### config.mk
export PLATFORM = sky130hd
export DESIGN_NAME = sft_top
export DESIGN_NICKNAME = d
export VERILOG_FILES = /design/src/design/sft_pkg.sv /design/src/design/sft_baud_gen.sv /design/src/design/sft_rx_stop_check.sv /design/src/design/sft_top.sv
export VERILOG_INCLUDE_DIRS = /design/src /design/src/design
export SDC_FILE = /design/constraint.sdc
export NUM_CORES = 1
export LEC_CHECK = 0
export BUFFER_PORTS_ARGS = -buffer_cell sky130_fd_sc_hd__buf_2
export CORE_UTILIZATION = 38
export CTS_CLUSTER_SIZE = 8
export DETAILED_ROUTE_END_ITERATION = 8
export PLACE_DENSITY = 0.6
export SKIP_CTS_REPAIR_TIMING = 1
export SYNTH_ARGS = -nofsm -noshare
export SYNTH_HDL_FRONTEND = slang
export SYNTH_SLANG_ARGS = --single-unit
### constraint.sdc
create_clock -name hclk -period 3.7 [get_ports hclk]
set_input_delay 0.37 -clock hclk [delete_from_list [all_inputs] [get_ports hclk]]
set_output_delay 0.37 -clock hclk [all_outputs]
set_load 0.05 [all_outputs]
### src/design/sft_defines.svh
`ifndef SFT_DEFINES_SVH
`define SFT_DEFINES_SVH

////////////////////////////////////////////////////////////////
// Register byte offsets on the bus
`define SFT_OFF_DATA 8'h00
`define SFT_OFF_STATUS 8'h04
`define SFT_OFF_CTRLB 8'h08
`define SFT_OFF_CTRLC 8'h0c
`define SFT_OFF_BAUD 8'h10

////////////////////////////////////////////////////////////////
// Status word bit positions
`define SFT_ST_BUF_EMPTY 0
`define SFT_ST_TX_DONE 1
`define SFT_ST_FRAME_ERR 2
`define SFT_ST_BUSY 3

// Line control b bit positions
`define SFT_CB_TX_EN 0
`define SFT_CB_NINTH 1
`define SFT_CB_SIZE2 2
`define SFT_CB_DBL 3
`define SFT_CB_RX_EN 4

// Line control c bit positions
`define SFT_CC_SIZE_LO 0
`define SFT_CC_PAR_LO 2
`define SFT_CC_STOP2 4
`define SFT_CC_SYNC 5

////////////////////////////////////////////////////////////////
// Reset values: eight data bits, no parity, one stop bit
`define SFT_RST_CTRLB 5'h00
`define SFT_RST_CTRLC 6'h03
`define SFT_RST_BAUD 12'h000

////////////////////////////////////////////////////////////////
// Baud ticks per bit: normal, double speed, synchronous
`define SFT_DIV_NORMAL 5'h10
`define SFT_DIV_DOUBLE 5'h08
`define SFT_DIV_SYNC 5'h02

`endif

### src/design/sft_pkg.sv
package sft_pkg;

	// Transmit shifter states
	typedef enum {TX_IDLE, TX_START, TX_DATA, TX_PARITY, TX_STOP1, TX_STOP2} sft_tx_state_t;

	// One character, up to nine bits
	typedef logic [8:0] sft_char_t;

	// Data bits per frame from the size code; codes 4..6 fall back to eight
	function automatic logic [3:0] sft_char_bits(input logic [2:0] code);
		logic [3:0] n;
		n = 4'h8;
		if (code == 3'h7) begin
			n = 4'h9;
		end else if (code < 3'h4) begin
			n = 4'h5 + {2'h0, code[1:0]};
		end
		return n;
	endfunction

	// Clears the bits above the character size
	function automatic sft_char_t sft_mask(input sft_char_t d, input logic [2:0] code);
		logic [3:0] n;
		n = sft_char_bits(code);
		return d & (9'h1ff >> (4'h9 - n));
	endfunction

	// Even parity is the xor of the data, odd its inverse
	function automatic logic sft_parity(input sft_char_t d, input logic odd);
		return (^d) ^ odd;
	endfunction

endpackage

### src/design/sft_baud_gen.sv
`include "sft_defines.svh"

module sft_baud_gen (
	// Clock and reset
	input wire logic hclk,
	input wire logic hresetn,
	// Settings
	input wire logic [11:0] divisor,
	input wire logic reload,
	input wire logic double_speed,
	input wire logic sync_mode,
	// Ticks
	output logic baud_tick,
	output logic bit_tick,
	output logic xck_level
);
	import sft_pkg::*;

	logic [11:0] cnt_ff; // Down counter
	logic [3:0] pre_ff; // Ticks within one bit
	wire logic [4:0] div = sync_mode ? `SFT_DIV_SYNC :
		(double_speed ? `SFT_DIV_DOUBLE : `SFT_DIV_NORMAL);
	wire logic pre_last = ({1'b0, pre_ff} == div - 5'h01);
	wire logic [11:0] nxt_cnt = (reload | baud_tick) ? divisor : cnt_ff - 12'h001;
	wire logic [3:0] nxt_pre = !baud_tick ? pre_ff : (pre_last ? 4'h0 : pre_ff + 4'h1);

	assign baud_tick = (cnt_ff == 12'h000);
	assign bit_tick = baud_tick & pre_last;
	// Falls on the edge at which the bit changes; its registered copy rises there only when the divisor is zero
	assign xck_level = pre_ff[0];

	////////////////////////////////////////////////////////////////
	// Prescaler and bit divider run free so bit edges stay regular
	always_ff @(posedge hclk or negedge hresetn) begin
		if (!hresetn) begin
			cnt_ff <= 12'h000;
			pre_ff <= 4'h0;
		end else begin
			cnt_ff <= nxt_cnt;
			pre_ff <= nxt_pre;
		end
	end
endmodule

### src/design/sft_rx_stop_check.sv
`include "sft_defines.svh"

module sft_rx_stop_check (
	// Clock and reset
	input wire logic hclk,
	input wire logic hresetn,
	// Line and settings
	input wire logic rxd_in,
	input wire logic enable,
	input wire logic baud_tick,
	input wire logic double_speed,
	input wire logic [2:0] char_size_code,
	input wire logic parity_on,
	// Frame result
	output logic frame_done,
	output logic frame_err
);
	import sft_pkg::*;

	logic rx_meta_ff; // First synchroniser stage
	logic rx_sync_ff; // Second stage, the only one read
	logic busy_ff;
	logic [3:0] phase_ff;
	logic [3:0] bitn_ff;
	// Five bits wide so that sixteen ticks per bit do not fold to zero
	wire logic [4:0] div = double_speed ? `SFT_DIV_DOUBLE : `SFT_DIV_NORMAL;
	wire logic mid = baud_tick & busy_ff & ({1'b0, phase_ff} == (div >> 1));
	// Index of the first stop bit; a second one is never looked at
	wire logic [3:0] stop_idx = sft_char_bits(char_size_code) + {3'h0, parity_on} + 4'h1;
	wire logic false_start = mid & (bitn_ff == 4'h0) & rx_sync_ff;
	wire logic at_stop = mid & (bitn_ff == stop_idx);

	assign frame_done = at_stop;
	assign frame_err = at_stop & ~rx_sync_ff;

	////////////////////////////////////////////////////////////////
	// Start detect, mid-bit sampling, stop after the first stop bit
	always_ff @(posedge hclk or negedge hresetn) begin
		if (!hresetn) begin
			rx_meta_ff <= 1'b1;
			rx_sync_ff <= 1'b1;
			busy_ff <= 1'b0;
			phase_ff <= 4'h0;
			bitn_ff <= 4'h0;
		end else begin
			rx_meta_ff <= rxd_in;
			rx_sync_ff <= rx_meta_ff;
			if (!busy_ff) begin
				busy_ff <= enable & ~rx_sync_ff;
				phase_ff <= 4'h0;
				bitn_ff <= 4'h0;
			end else if (!enable || false_start || at_stop) begin
				busy_ff <= 1'b0;
			end else if (baud_tick) begin
				phase_ff <= ({1'b0, phase_ff} == div - 5'h01) ? 4'h0 : phase_ff + 4'h1;
				bitn_ff <= mid ? bitn_ff + 4'h1 : bitn_ff;
			end
		end
	end
endmodule

### src/design/sft_top.sv
// Our own choices: the register offsets and register access over AHB-Lite.
`include "sft_defines.svh"

module sft_top (
	// Clock and reset
	input wire logic hclk,
	input wire logic hresetn,
	// AHB-Lite slave
	input wire logic hsel,
	input wire logic [31:0] haddr,
	input wire logic [1:0] htrans,
	input wire logic hwrite,
	input wire logic [2:0] hsize,
	input wire logic hready,
	input wire logic [31:0] hwdata,
	output logic [31:0] hrdata,
	output logic hreadyout,
	output logic hresp,
	// Normal port function of the serial output pin
	input wire logic port_txd_out,
	input wire logic port_txd_oe_n,
	// Serial output pin
	output logic txd_out,
	output logic txd_oe_n,
	// Serial input pin, asynchronous
	input wire logic rxd_in,
	// Transfer clock pin
	output logic transfer_clock_pin_out,
	output logic transfer_clock_pin_oe_n
);
	import sft_pkg::*;

	////////////////////////////////////////////////////////////////
	// Bus capture
	logic wr_pend_ff; // Write waiting for its data phase
	logic [7:0] wr_addr_ff; // Its byte offset
	logic [31:0] hrdata_ff; // Read data for the data phase

	// Software registers
	logic [4:0] ctrlb_ff; // line_control_b
	logic [5:0] ctrlc_ff; // line_control_c
	logic [11:0] baud_ff; // Baud divisor
	logic frame_error_flag_ff; // Result of last received frame

	// Transmit buffer
	sft_char_t buf_ff;
	logic buf_full_ff;

	// Shifter
	sft_tx_state_t state_ff;
	sft_char_t shift_ff;
	logic [3:0] bitcnt_ff;
	logic par_ff;
	logic txd_ff;
	logic tx_active_ff; // Transmitter owns the pin
	logic tx_complete_flag_ff;
	logic xck_ff;

	// Ticks from the baud generator, frame result from the receiver check
	logic baud_tick;
	logic bit_tick;
	logic xck_level;
	logic rx_frame_done;
	logic rx_frame_err;

	////////////////////////////////////////////////////////////////
	// Address decode and write strobes
	wire logic addr_valid = hsel & htrans[1] & hready;
	wire logic wr_data = wr_pend_ff & (wr_addr_ff == `SFT_OFF_DATA);
	wire logic wr_status = wr_pend_ff & (wr_addr_ff == `SFT_OFF_STATUS);
	wire logic wr_ctrlb = wr_pend_ff & (wr_addr_ff == `SFT_OFF_CTRLB);
	wire logic wr_ctrlc = wr_pend_ff & (wr_addr_ff == `SFT_OFF_CTRLC);
	wire logic wr_baud = wr_pend_ff & (wr_addr_ff == `SFT_OFF_BAUD);

	// Named control fields, one set shared by both directions
	wire logic tx_enable_bit = ctrlb_ff[`SFT_CB_TX_EN];
	wire logic tx_ninth_bit = ctrlb_ff[`SFT_CB_NINTH];
	wire logic double_speed_bit = ctrlb_ff[`SFT_CB_DBL];
	wire logic rx_enable_bit = ctrlb_ff[`SFT_CB_RX_EN];
	wire logic [2:0] char_size_code = {ctrlb_ff[`SFT_CB_SIZE2],
		ctrlc_ff[`SFT_CC_SIZE_LO+1:`SFT_CC_SIZE_LO]};
	wire logic [1:0] parity_mode_field = ctrlc_ff[`SFT_CC_PAR_LO+1:`SFT_CC_PAR_LO];
	wire logic parity_on = parity_mode_field[1];
	wire logic parity_odd = parity_mode_field[0];
	wire logic stop_bits_select = ctrlc_ff[`SFT_CC_STOP2];
	wire logic sync_mode = ctrlc_ff[`SFT_CC_SYNC];

	// Status view
	wire logic tx_buffer_empty_flag = ~buf_full_ff;
	wire logic tx_busy = (state_ff != TX_IDLE);
	wire logic [31:0] status_word = {28'h000_0000, tx_busy, frame_error_flag_ff,
		tx_complete_flag_ff, tx_buffer_empty_flag};

	// Read selection; unmapped offsets read as zero
	wire logic [7:0] rd_addr = haddr[7:0];
	wire logic [31:0] rd_word =
		(rd_addr == `SFT_OFF_DATA) ? {23'h00_0000, buf_ff} :
		(rd_addr == `SFT_OFF_STATUS) ? status_word :
		(rd_addr == `SFT_OFF_CTRLB) ? {27'h000_0000, ctrlb_ff} :
		(rd_addr == `SFT_OFF_CTRLC) ? {26'h000_0000, ctrlc_ff} :
		(rd_addr == `SFT_OFF_BAUD) ? {20'h0_0000, baud_ff} : 32'h0000_0000;

	// Never waits, never errors
	assign hreadyout = 1'b1;
	assign hresp = 1'b0;
	assign hrdata = hrdata_ff;

	////////////////////////////////////////////////////////////////
	// Bus pipeline: address phase captured, write applied next cycle
	always_ff @(posedge hclk or negedge hresetn) begin
		if (!hresetn) begin
			wr_pend_ff <= 1'b0;
			wr_addr_ff <= 8'h00;
			hrdata_ff <= 32'h0000_0000;
		end else begin
			wr_pend_ff <= addr_valid & hwrite;
			wr_addr_ff <= addr_valid ? haddr[7:0] : wr_addr_ff;
			// Read data latched at the address phase edge
			if (addr_valid && !hwrite) begin
				hrdata_ff <= rd_word;
			end
		end
	end

	////////////////////////////////////////////////////////////////
	// Control registers; format is only safe to change while idle
	always_ff @(posedge hclk or negedge hresetn) begin
		if (!hresetn) begin
			ctrlb_ff <= `SFT_RST_CTRLB;
			ctrlc_ff <= `SFT_RST_CTRLC;
			baud_ff <= `SFT_RST_BAUD;
		end else begin
			if (wr_ctrlb) begin
				ctrlb_ff <= hwdata[4:0];
			end
			if (wr_ctrlc) begin
				ctrlc_ff <= hwdata[5:0];
			end
			if (wr_baud) begin
				baud_ff <= hwdata[11:0];
			end
		end
	end

	////////////////////////////////////////////////////////////////
	// Baud generator and bit divider
	sft_baud_gen u_baud (
		.hclk(hclk),
		.hresetn(hresetn),
		.divisor(baud_ff),
		.reload(wr_baud),
		.double_speed(double_speed_bit),
		.sync_mode(sync_mode),
		.baud_tick(baud_tick),
		.bit_tick(bit_tick),
		.xck_level(xck_level)
	);

	////////////////////////////////////////////////////////////////
	// Receiver stop-bit check on the same format
	sft_rx_stop_check u_rxchk (
		.hclk(hclk),
		.hresetn(hresetn),
		.rxd_in(rxd_in),
		.enable(rx_enable_bit),
		.baud_tick(baud_tick),
		.double_speed(double_speed_bit),
		.char_size_code(char_size_code),
		.parity_on(parity_on),
		.frame_done(rx_frame_done),
		.frame_err(rx_frame_err)
	);

	////////////////////////////////////////////////////////////////
	// Shifter sequencing
	wire logic [3:0] nbits = sft_char_bits(char_size_code);
	wire logic last_data = (bitcnt_ff == nbits - 4'h1);
	wire logic can_load = buf_full_ff & tx_active_ff;
	// Final stop bit ends on this tick
	wire logic frame_end = bit_tick & (((state_ff == TX_STOP1) & ~stop_bits_select) |
		(state_ff == TX_STOP2));
	wire logic idle_load = bit_tick & (state_ff == TX_IDLE) & can_load;
	wire logic load = idle_load | (frame_end & can_load);
	wire logic buf_write = wr_data;

	// Next state, taken only on bit ticks
	sft_tx_state_t nxt_state;
	always_comb begin
		nxt_state = state_ff;
		if (bit_tick) begin
			unique case (state_ff)
				TX_IDLE: nxt_state = can_load ? TX_START : TX_IDLE;
				TX_START: nxt_state = TX_DATA;
				TX_DATA: nxt_state = !last_data ? TX_DATA :
					(parity_on ? TX_PARITY : TX_STOP1);
				TX_PARITY: nxt_state = TX_STOP1;
				TX_STOP1: nxt_state = stop_bits_select ? TX_STOP2 :
					(can_load ? TX_START : TX_IDLE);
				TX_STOP2: nxt_state = can_load ? TX_START : TX_IDLE;
			endcase
		end
	end

	// Data bits leave from bit zero upward
	wire sft_char_t nxt_shift = load ? buf_ff :
		((bit_tick && state_ff == TX_DATA) ? (shift_ff >> 1) : shift_ff);
	wire logic [3:0] nxt_bitcnt = load ? 4'h0 :
		((bit_tick && state_ff == TX_DATA) ? bitcnt_ff + 4'h1 : bitcnt_ff);
	// Parity fixed at load from the masked character
	wire logic nxt_par = load ? sft_parity(buf_ff, parity_odd) : par_ff;
	// Line level follows the state being entered
	wire logic nxt_txd = (nxt_state == TX_START) ? 1'b0 :
		(nxt_state == TX_DATA) ? nxt_shift[0] :
		(nxt_state == TX_PARITY) ? nxt_par : 1'b1;

	// Transmitter stays on until shifter and buffer drain
	wire logic nxt_tx_active = tx_enable_bit |
		(tx_active_ff & ((nxt_state != TX_IDLE) | buf_full_ff));

	////////////////////////////////////////////////////////////////
	// Shifter registers
	always_ff @(posedge hclk or negedge hresetn) begin
		if (!hresetn) begin
			state_ff <= TX_IDLE;
			shift_ff <= 9'h000;
			bitcnt_ff <= 4'h0;
			par_ff <= 1'b0;
			txd_ff <= 1'b1;
			tx_active_ff <= 1'b0;
		end else begin
			state_ff <= nxt_state;
			shift_ff <= nxt_shift;
			bitcnt_ff <= nxt_bitcnt;
			par_ff <= nxt_par;
			txd_ff <= nxt_txd;
			tx_active_ff <= nxt_tx_active;
		end
	end

	////////////////////////////////////////////////////////////////
	// Transmit buffer; a write in the load cycle still fills it
	always_ff @(posedge hclk or negedge hresetn) begin
		if (!hresetn) begin
			buf_ff <= 9'h000;
			buf_full_ff <= 1'b0;
		end else begin
			if (buf_write) begin
				// Ninth bit is taken from control at this write
				buf_ff <= sft_mask({tx_ninth_bit, hwdata[7:0]}, char_size_code);
				buf_full_ff <= 1'b1;
			end else if (load) begin
				buf_full_ff <= 1'b0;
			end
		end
	end

	////////////////////////////////////////////////////////////////
	// Completion flag: set wins over a one written to clear it
	wire logic tx_done_set = frame_end & ~buf_full_ff;
	wire logic tx_done_clr = wr_status & hwdata[`SFT_ST_TX_DONE];

	always_ff @(posedge hclk or negedge hresetn) begin
		if (!hresetn) begin
			tx_complete_flag_ff <= 1'b0;
			frame_error_flag_ff <= 1'b0;
		end else begin
			if (tx_done_set) begin
				tx_complete_flag_ff <= 1'b1;
			end else if (tx_done_clr) begin
				tx_complete_flag_ff <= 1'b0;
			end
			// Follows each received frame
			if (rx_frame_done) begin
				frame_error_flag_ff <= rx_frame_err;
			end
		end
	end

	////////////////////////////////////////////////////////////////
	// Pins: transmitter overrides the port while active
	always_ff @(posedge hclk or negedge hresetn) begin
		if (!hresetn) begin
			xck_ff <= 1'b0;
		end else begin
			xck_ff <= xck_level;
		end
	end

	assign txd_out = tx_active_ff ? txd_ff : port_txd_out;
	assign txd_oe_n = tx_active_ff ? 1'b0 : port_txd_oe_n;
	// Master clock out only in synchronous mode
	assign transfer_clock_pin_out = xck_ff;
	assign transfer_clock_pin_oe_n = ~(sync_mode & tx_active_ff);

endmodule

## Word-level counts from Yosys, hierarchy flattened

Index checks and enable logic that the tools add are counted.

| word-level totals | value |
|---|---|
| input port bits | 77 |
| output and inout bits | 38 |
| word-level logic and storage cells | 167 |
| flip-flop bits (word level) | 152 |

| operators by class | value |
|---|---|
| $lt $le $gt $ge | 1 |
| reductions and logical operators | 21 |
| add/sub/neg operators | 12 |
| mux-type cells | 42 |
| equality and inequality tests | 28 |
| bitwise logic cells | 37 |
| shift operators | 1 |

Operator list:

| operator | number |
|---|---|
| $eq A32 B3 Y1 const B | 5 |
| $pmux W32 S5 | 1 |
| $eq A32 B2 Y1 const B | 3 |
| $mux W12 | 6 |
| $eq A32 B4 Y1 const B | 2 |
| $logic_not A32 Y1 | 2 |
| $mux W32 | 2 |
| $reduce_bool A32 Y1 | 2 |
| $mux W4 | 14 |
| $eq A32 B1 Y1 const B | 1 |
| $eq A8 B4 Y1 const B | 4 |
| $and A1 B1 Y1 | 26 |
| $add A4 B1 Y4 const B | 5 |
| $mux W9 | 2 |
| $eq A8 B3 Y1 const B | 2 |
| $eq A8 B5 Y1 const B | 2 |
| $logic_not A8 Y1 | 2 |
| $mux W1 | 13 |
| $eq A4 B4 Y1 | 3 |
| $logic_not A12 Y1 | 1 |
| $sub A12 B1 Y12 const B | 1 |
| $eq A4 B5 Y1 | 2 |
| $mux W5 | 2 |
| $sub A5 B1 Y5 const B | 2 |
| other kinds (22) | 37 |

## Depth between registers and ports, before layout

| depth | value |
|---|---|
| word-level depth | 12 |
| depth in mapped cells | 15 |
| mapped depth without buffers | 14 |

## Cells and area by module

From an unflattened synthesis, not the netlist that was laid out.

| unflattened totals | value |
|---|---|
| cell total of the unflattened synthesis | 639 |
| area, all modules | 6663.9 sq um |

Modules (own cells, without submodules):

| module | area each (sq um) | cells each | times used | sequential area each (sq um) |
|---|---|---|---|---|
| sft_top | 4927.2 | 465 | 1 | 2631.3 |
| sft_baud_gen | 929.6 | 91 | 1 | 400.4 |
| sft_rx_stop_check | 807.0 | 83 | 1 | 277.8 |

## Worst setup path before layout

No wires, ideal clock.

| timing | value |
|---|---|
| kind | register to register |
| from | register ctrlc_ff[0] |
| to | register u_rxchk.phase_ff[3] |
| data arrival time | 2.791 ns |
| clock period less this slack | 2.869 ns |
| library setup time | 0.078 ns |
| buffers on the path | 1 |
| setup slack | 0.831 ns |
| cell stages (with the launch flop) | 16 |
| required time | 3.622 ns |
| cell sequence | dfstp_2 > ha_1 > nor2b_1 > or2_2 > ha_1 > inv_1 > ha_1 > xnor2_1 > or2_2 > mux2i_1 > a31oi_1 > o21ai_0 > or2_2 > buf_2 > nor4b_2 > o2bb2ai_1 |

| on the way | value |
|---|---|
| word-level cells in the longest chain between the ends | 10 |
| elaborated cells on any way between the ends | 12 |
| those cells by class | 3 x add/sub; 1 x order compare; 3 x eq/ne; 2 x mux; 1 x bitwise; 2 x reduce/logical |

RTL lines:

| what | line | RTL |
|---|---|---|
| start, declared | sft_top.sv:41 | `logic [5:0] ctrlc_ff;` |
| start signal, assigned | sft_top.sv:130 | `` ctrlc_ff <= `SFT_RST_CTRLC; `` |
| start signal, assigned | sft_top.sv:137 | `ctrlc_ff <= hwdata[5:0];` |
| $add A3 B2 Y4 / $lt A3 B3 Y1 (equally long branches) | sft_pkg.sv:16, sft_pkg.sv:15 |  |
| $mux W4 | sft_pkg.sv:15 | `end else if (code < 3'h4) begin` |
| $mux W4 (*) | sft_pkg.sv:13 | `if (code == 3'h7) begin` |
| $add A4 B1 Y4 (*) (2 in a row) | sft_rx_stop_check.sv:29 | `wire logic [3:0] stop_idx = sft_char_bits(char_size_code) + {3'h0, parity_on} + 4'h1;` |
| $eq A4 B4 Y1 (*) | sft_rx_stop_check.sv:31 | `wire logic at_stop = mid & (bitn_ff == stop_idx);` |
| $and A1 B1 Y1 (*) | sft_rx_stop_check.sv:31 |  |
| $logic_or A1 B1 Y1 (*) | sft_rx_stop_check.sv:52 | `end else if (!enable \|\| false_start \|\| at_stop) begin` |
| $ne A2 B2 Y1 (no line) (*) | - |  |
| $reduce_and A2 Y1 (no line) (*) | - |  |
| end signal, assigned | sft_rx_stop_check.sv:55 | `phase_ff <= ({1'b0, phase_ff} == div - 5'h01) ? 4'h0 : phase_ff + 4'h1;` |
| end, declared | sft_rx_stop_check.sv:23 | `logic [3:0] phase_ff;` |

Every way passes the cells marked *; elsewhere a longest branch is shown, timed or not.
A chain may end at the register's enable or synchronous reset.

## Worst setup path in the final report

| timing | value |
|---|---|
| from | register u_baud.cnt_ff[0] |
| to | register bitcnt_ff[3] |

| on the way | value |
|---|---|
| word-level cells in the longest chain between the ends | 6 |
| elaborated cells on any way between the ends | 10 |
| those cells by class | 1 x mux; 6 x bitwise; 3 x reduce/logical |

RTL lines:

| what | line | RTL |
|---|---|---|
| start, declared | sft_baud_gen.sv:19 | `logic [11:0] cnt_ff;` |
| start signal, assigned | sft_baud_gen.sv:39 | `cnt_ff <= nxt_cnt;` |
| $logic_not A12 Y1 (*) | sft_baud_gen.sv:27 | `assign baud_tick = (cnt_ff == 12'h000);` |
| $and A1 B1 Y1 (*) | sft_baud_gen.sv:28 | `assign bit_tick = baud_tick & pre_last;` |
| $and A1 B1 Y1 (on tied branches) | sft_top.sv:182, sft_top.sv:180 |  |
| $and A1 B1 Y1 (on tied branches) | sft_top.sv:182, sft_top.sv:183 |  |
| $or A1 B1 Y1 | sft_top.sv:183 | `wire logic load = idle_load \| (frame_end & can_load);` |
| $mux W4 / $reduce_bool A2 Y1 (equally long branches) | - |  |
| end signal, assigned | sft_top.sv:233 | `bitcnt_ff <= nxt_bitcnt;` |
| end, declared | sft_top.sv:52 | `logic [3:0] bitcnt_ff;` |

Marked as above.

==> summary.txt <==
Floorplan
  • Row count: 47
  • Overall die area: 0.0179 sq mm
  • Core Box Area: 0.0168 sq mm
  • Boundary pin count: 115
  • Initial core utilization: 39.4%
  • Die span in y: 134 um
  • Die X: 134 um

Timing
  • RSZ-0062 raised after global routing: false
  • Pin slew with the least headroom to its limit: 0.901 ns
  • Final slew viol count: 0
  • Hold Violations, Final: 10
  • Minimum period implied by the final worst setup slack: 3.15 ns
  • Total of endpoints with negative setup slack in the final report: 0
  • TNS Setup: 0 ns
  • Worst Slack Setup Final: 0.546 ns
  • Fmax: 0.317 GHz
  • Minimum hold slack: -0.0134 ns
  • Skew final: 0.00831 ns
  • Max_slew headroom: 39.4%
  • Crit share post-route: 85.2%

Synthesis
  • Mean Syn Cell Area: 10.5 sq um
  • Synth cell types: 65
  • Area share of the leading cell type in the synthesized netlist: 48.1%
  • Cell accounting for the most synthesized area: sky130_fd_sc_hd__dfrtp_1
  • Ys async rst share: 100%
  • Post-synth EDFFs: 0
  • Proportion of synthesized chip area in sequential cells: 50.1%
  • Warnings, synthesis: 0
  • Most area-consuming cells after synthesis: sky130_fd_sc_hd__dfrtp_1, sky130_fd_sc_hd__mux2_2, sky130_fd_sc_hd__nand2_1
  • Synthesized instance count: 630
  • Leading register cell type out of synthesis: sky130_fd_sc_hd__dfrtp_1
  • Post-synth design cell area: 0.00660 sq mm
  • Synthesized flop and latch total: 132

Global route
  • Global-route met1 utilization: 22.8%
  • Global-route wire length before repair: 24.1 mm
  • Most Crowded Layer GR: met2
  • Number of antenna violations at the first check in global routing: 0
  • Maximum number of pins on one net before global-route repair: 81
  • Met2 track demand over resource: 28.4%
  • Remaining Overflow, GRT: 0
  • Gr usage total: 17.5%
  • Number of global-route vias before repair: 4625
  • Met3 track demand over resource: 4.20%

Clock network
  • Number of buffers between clock root and the deepest sink: 2
  • Clk_lat worst skew: 0.42 ns
  • Clock slew at the register clock pins of the worst setup and hold paths: 0.06 ns
  • Total CTS buffers: 17
  • Count of clock tree sinks: 132
  • Buffer type at the clock tree root: sky130_fd_sc_hd__clkbuf_16
  • CTS tree: built
  • H-tree depth reported by CTS: 4

Route
  • Routed wire length: 14.2 mm
  • Pre-antenna DRT Iters: 5
  • Vias per std cell: 5.06
  • Routed length per placed instance: 15.7 um
  • Post-route DRC violation count: 0
  • Initial DRC Count: 279
  • Total vias in the final route: 4566
  • Count of antenna-violating nets left after detailed routing: 0

Power
  • Final total power: 3.96 mW
  • Max IR drop VDD: 0.000352 V
  • Power per Cell Area: 523 mW/mm^2
  • Static Leak: 3.47 nW

Final layout
  • Most frequent cells in the layout: sky130_fd_sc_hd__dfrtp_1, sky130_fd_sc_hd__nand2_1, sky130_fd_sc_hd__buf_2, sky130_fd_sc_hd__o21ai_0, sky130_fd_sc_hd__and2_1
  • Fill cells: 1563
  • Relative area change from synthesis to final layout: 14.7%
  • Total inserted antenna cells: 0
  • Layout net count: 765
  • Most common cell after layout, fill and taps aside: sky130_fd_sc_hd__dfrtp_1
  • Fraction of layout instances using a drive strength above 1: 20.4%
  • Cell Count, Final, Fillers Out: 902
  • Finished layout cell area: 0.00757 sq mm
  • Reg area: 0.00331 sq mm
  • Area of the multi-input gates: 0.00300 sq mm

Status
  • Run status: finished with violations
  • Violations in the final reports: negative hold slack

Placement
  • Gpl congestion: 0.872
  • Sum of net half-perimeters after detailed placement: 10.4 mm
  • Number of instances in the placed design: 871
  • Placed standard-cell area: 0.00693 sq mm
  • Post-placement worst setup slack: 0.562 ns
  • Port-buffer cells: 44

Worst setup path
  • Kind of end point of the critical path: flop
  • Kind of launch point of the worst setup path: flop
  • Data arrival, critical path: 3.44 ns
  • CP Data Required Time: 3.99 ns
  • CP max FO: 9
  • Crit Reg-Reg Startpoint: u_baud.cnt_ff[0]
  • Kind of critical path: reg -> reg
  • Beginning of the critical path: u_baud.cnt_ff[0]

Hold path
  • Worst Hold Class: in -> async

Run
  • # Max-Cap Violations: 0
-- report_power, final --
group / switching, mW / internal [mW] / total (mW)
logic: 0.264 / 0.187 / 0.450
registers: 0.123 / 1.56 / 1.69
clock network: 0.615 / 1.21 / 1.82
-- synthesized netlist by cell type, types with 3 or more instances --
| library cell | n |
|---|---|
| sky130_fd_sc_hd__nor4_1 | 10 |
| sky130_fd_sc_hd__or2_2 | 7 |
| sky130_fd_sc_hd__nand4_1 | 4 |
| sky130_fd_sc_hd__o21ai_0 | 41 |
| sky130_fd_sc_hd__ha_1 | 18 |
| sky130_fd_sc_hd__a22oi_1 | 15 |
| sky130_fd_sc_hd__buf_4 | 22 |
| sky130_fd_sc_hd__xnor2_1 | 28 |
| sky130_fd_sc_hd__xor2_1 | 7 |
| sky130_fd_sc_hd__a21oi_1 | 13 |
| sky130_fd_sc_hd__nand3b_1 | 4 |
| sky130_fd_sc_hd__and2_1 | 35 |
| sky130_fd_sc_hd__nor2b_1 | 9 |
| sky130_fd_sc_hd__dfrtp_1 | 127 |
| sky130_fd_sc_hd__o41ai_1 | 4 |
| sky130_fd_sc_hd__a211oi_1 | 3 |
| sky130_fd_sc_hd__a31oi_1 | 5 |
| sky130_fd_sc_hd__a221oi_1 | 3 |
| sky130_fd_sc_hd__or3_1 | 3 |
| sky130_fd_sc_hd__a41oi_1 | 3 |
| sky130_fd_sc_hd__nor2_1 | 30 |
| sky130_fd_sc_hd__nand2_1 | 77 |
| sky130_fd_sc_hd__inv_1 | 21 |
| sky130_fd_sc_hd__mux2i_1 | 6 |
| sky130_fd_sc_hd__buf_6 | 4 |
| sky130_fd_sc_hd__nand2b_1 | 12 |
| sky130_fd_sc_hd__nor3_1 | 9 |
| sky130_fd_sc_hd__nand3_1 | 7 |
| sky130_fd_sc_hd__mux2_2 | 33 |
| sky130_fd_sc_hd__buf_2 | 3 |
| sky130_fd_sc_hd__dfstp_2 | 5 |
| sky130_fd_sc_hd__clkbuf_1 | 18 |
-- through the flow --
step | util, % | hold WS (ns)
floorplan | - | 0.0744
global placement | 41.3 | 0.347
detailed placement | 41.3 | 0.349
CTS | 45.2 | -0.000420
global route | 45.2 | 0.0314
finish | 45.2 | -0.0134
-- flip-flops by register name, summed over array words and instances, names as in the netlist, 6 cells and up --
register,cells
state_ff,32
baud_ff,12
hrdata,12
u_baud.cnt_ff,12
buf_ff,9
shift_ff,9
wr_addr_ff,8
ctrlc_ff,6
-- critical path: stages (launching register included) --
cell	delay [ns]
sky130_fd_sc_hd__dfrtp_1	0.40
sky130_fd_sc_hd__inv_1	0.07
sky130_fd_sc_hd__ha_1	0.21
sky130_fd_sc_hd__or4b_1	0.62
sky130_fd_sc_hd__or4_4	0.54
sky130_fd_sc_hd__nor3_4	0.30
sky130_fd_sc_hd__and4b_1	0.51
sky130_fd_sc_hd__nand4_4	0.13
sky130_fd_sc_hd__xor2_1	0.18
sky130_fd_sc_hd__nor2_2	0.04
-- cell families (layout without fill, tap and decap cells) --
group / after synthesis / after routing / share of synthesized area [%]
adders and majority gates: 18 / 18 / 3.41
AOI/OAI and AO/OA: 106 / 106 / 10.3
xor gates and xnor gates: 35 / 35 / 4.64
buffers and inverters: 68 / 100 / 5.63
other: 2 / 22 / 0.114
and+or+nand+nor: 230 / 230 / 19.3
DFF: 132 / 132 / 50.1
muxes: 39 / 39 / 6.54
-- layout make-up --
type,instances,share of cell area (%)
clock inverter,13,2.73
clock buffer,18,5.80
inverter,21,1.04
tap,220,3.64
multi-input combinational,450,39.6
sequential,132,43.7
timing repair buffer,48,3.50
-- path summary, 6_finish.rpt --
path                                 endpoint  slack, ns  cells past startpoint
min in group hclk          u_rxchk.rx_meta_ff       0.05                      1
max                              bitcnt_ff[3]       0.55                      9
min                                 hrdata[5]      -0.01                      1
max in group asynchronous  u_rxchk.rx_sync_ff       2.84                      2
min reg2reg                u_rxchk.rx_sync_ff       0.36                      0
max reg2reg                      bitcnt_ff[3]       0.55                      9
-- per-layer routing --
layer,wire length (um),vias up
li1,-,2223
met1,6370,2232
met2,7010,98
met3,618,13
met4,177,0
met5,0,-
Power figures use the tool's default switching activity.
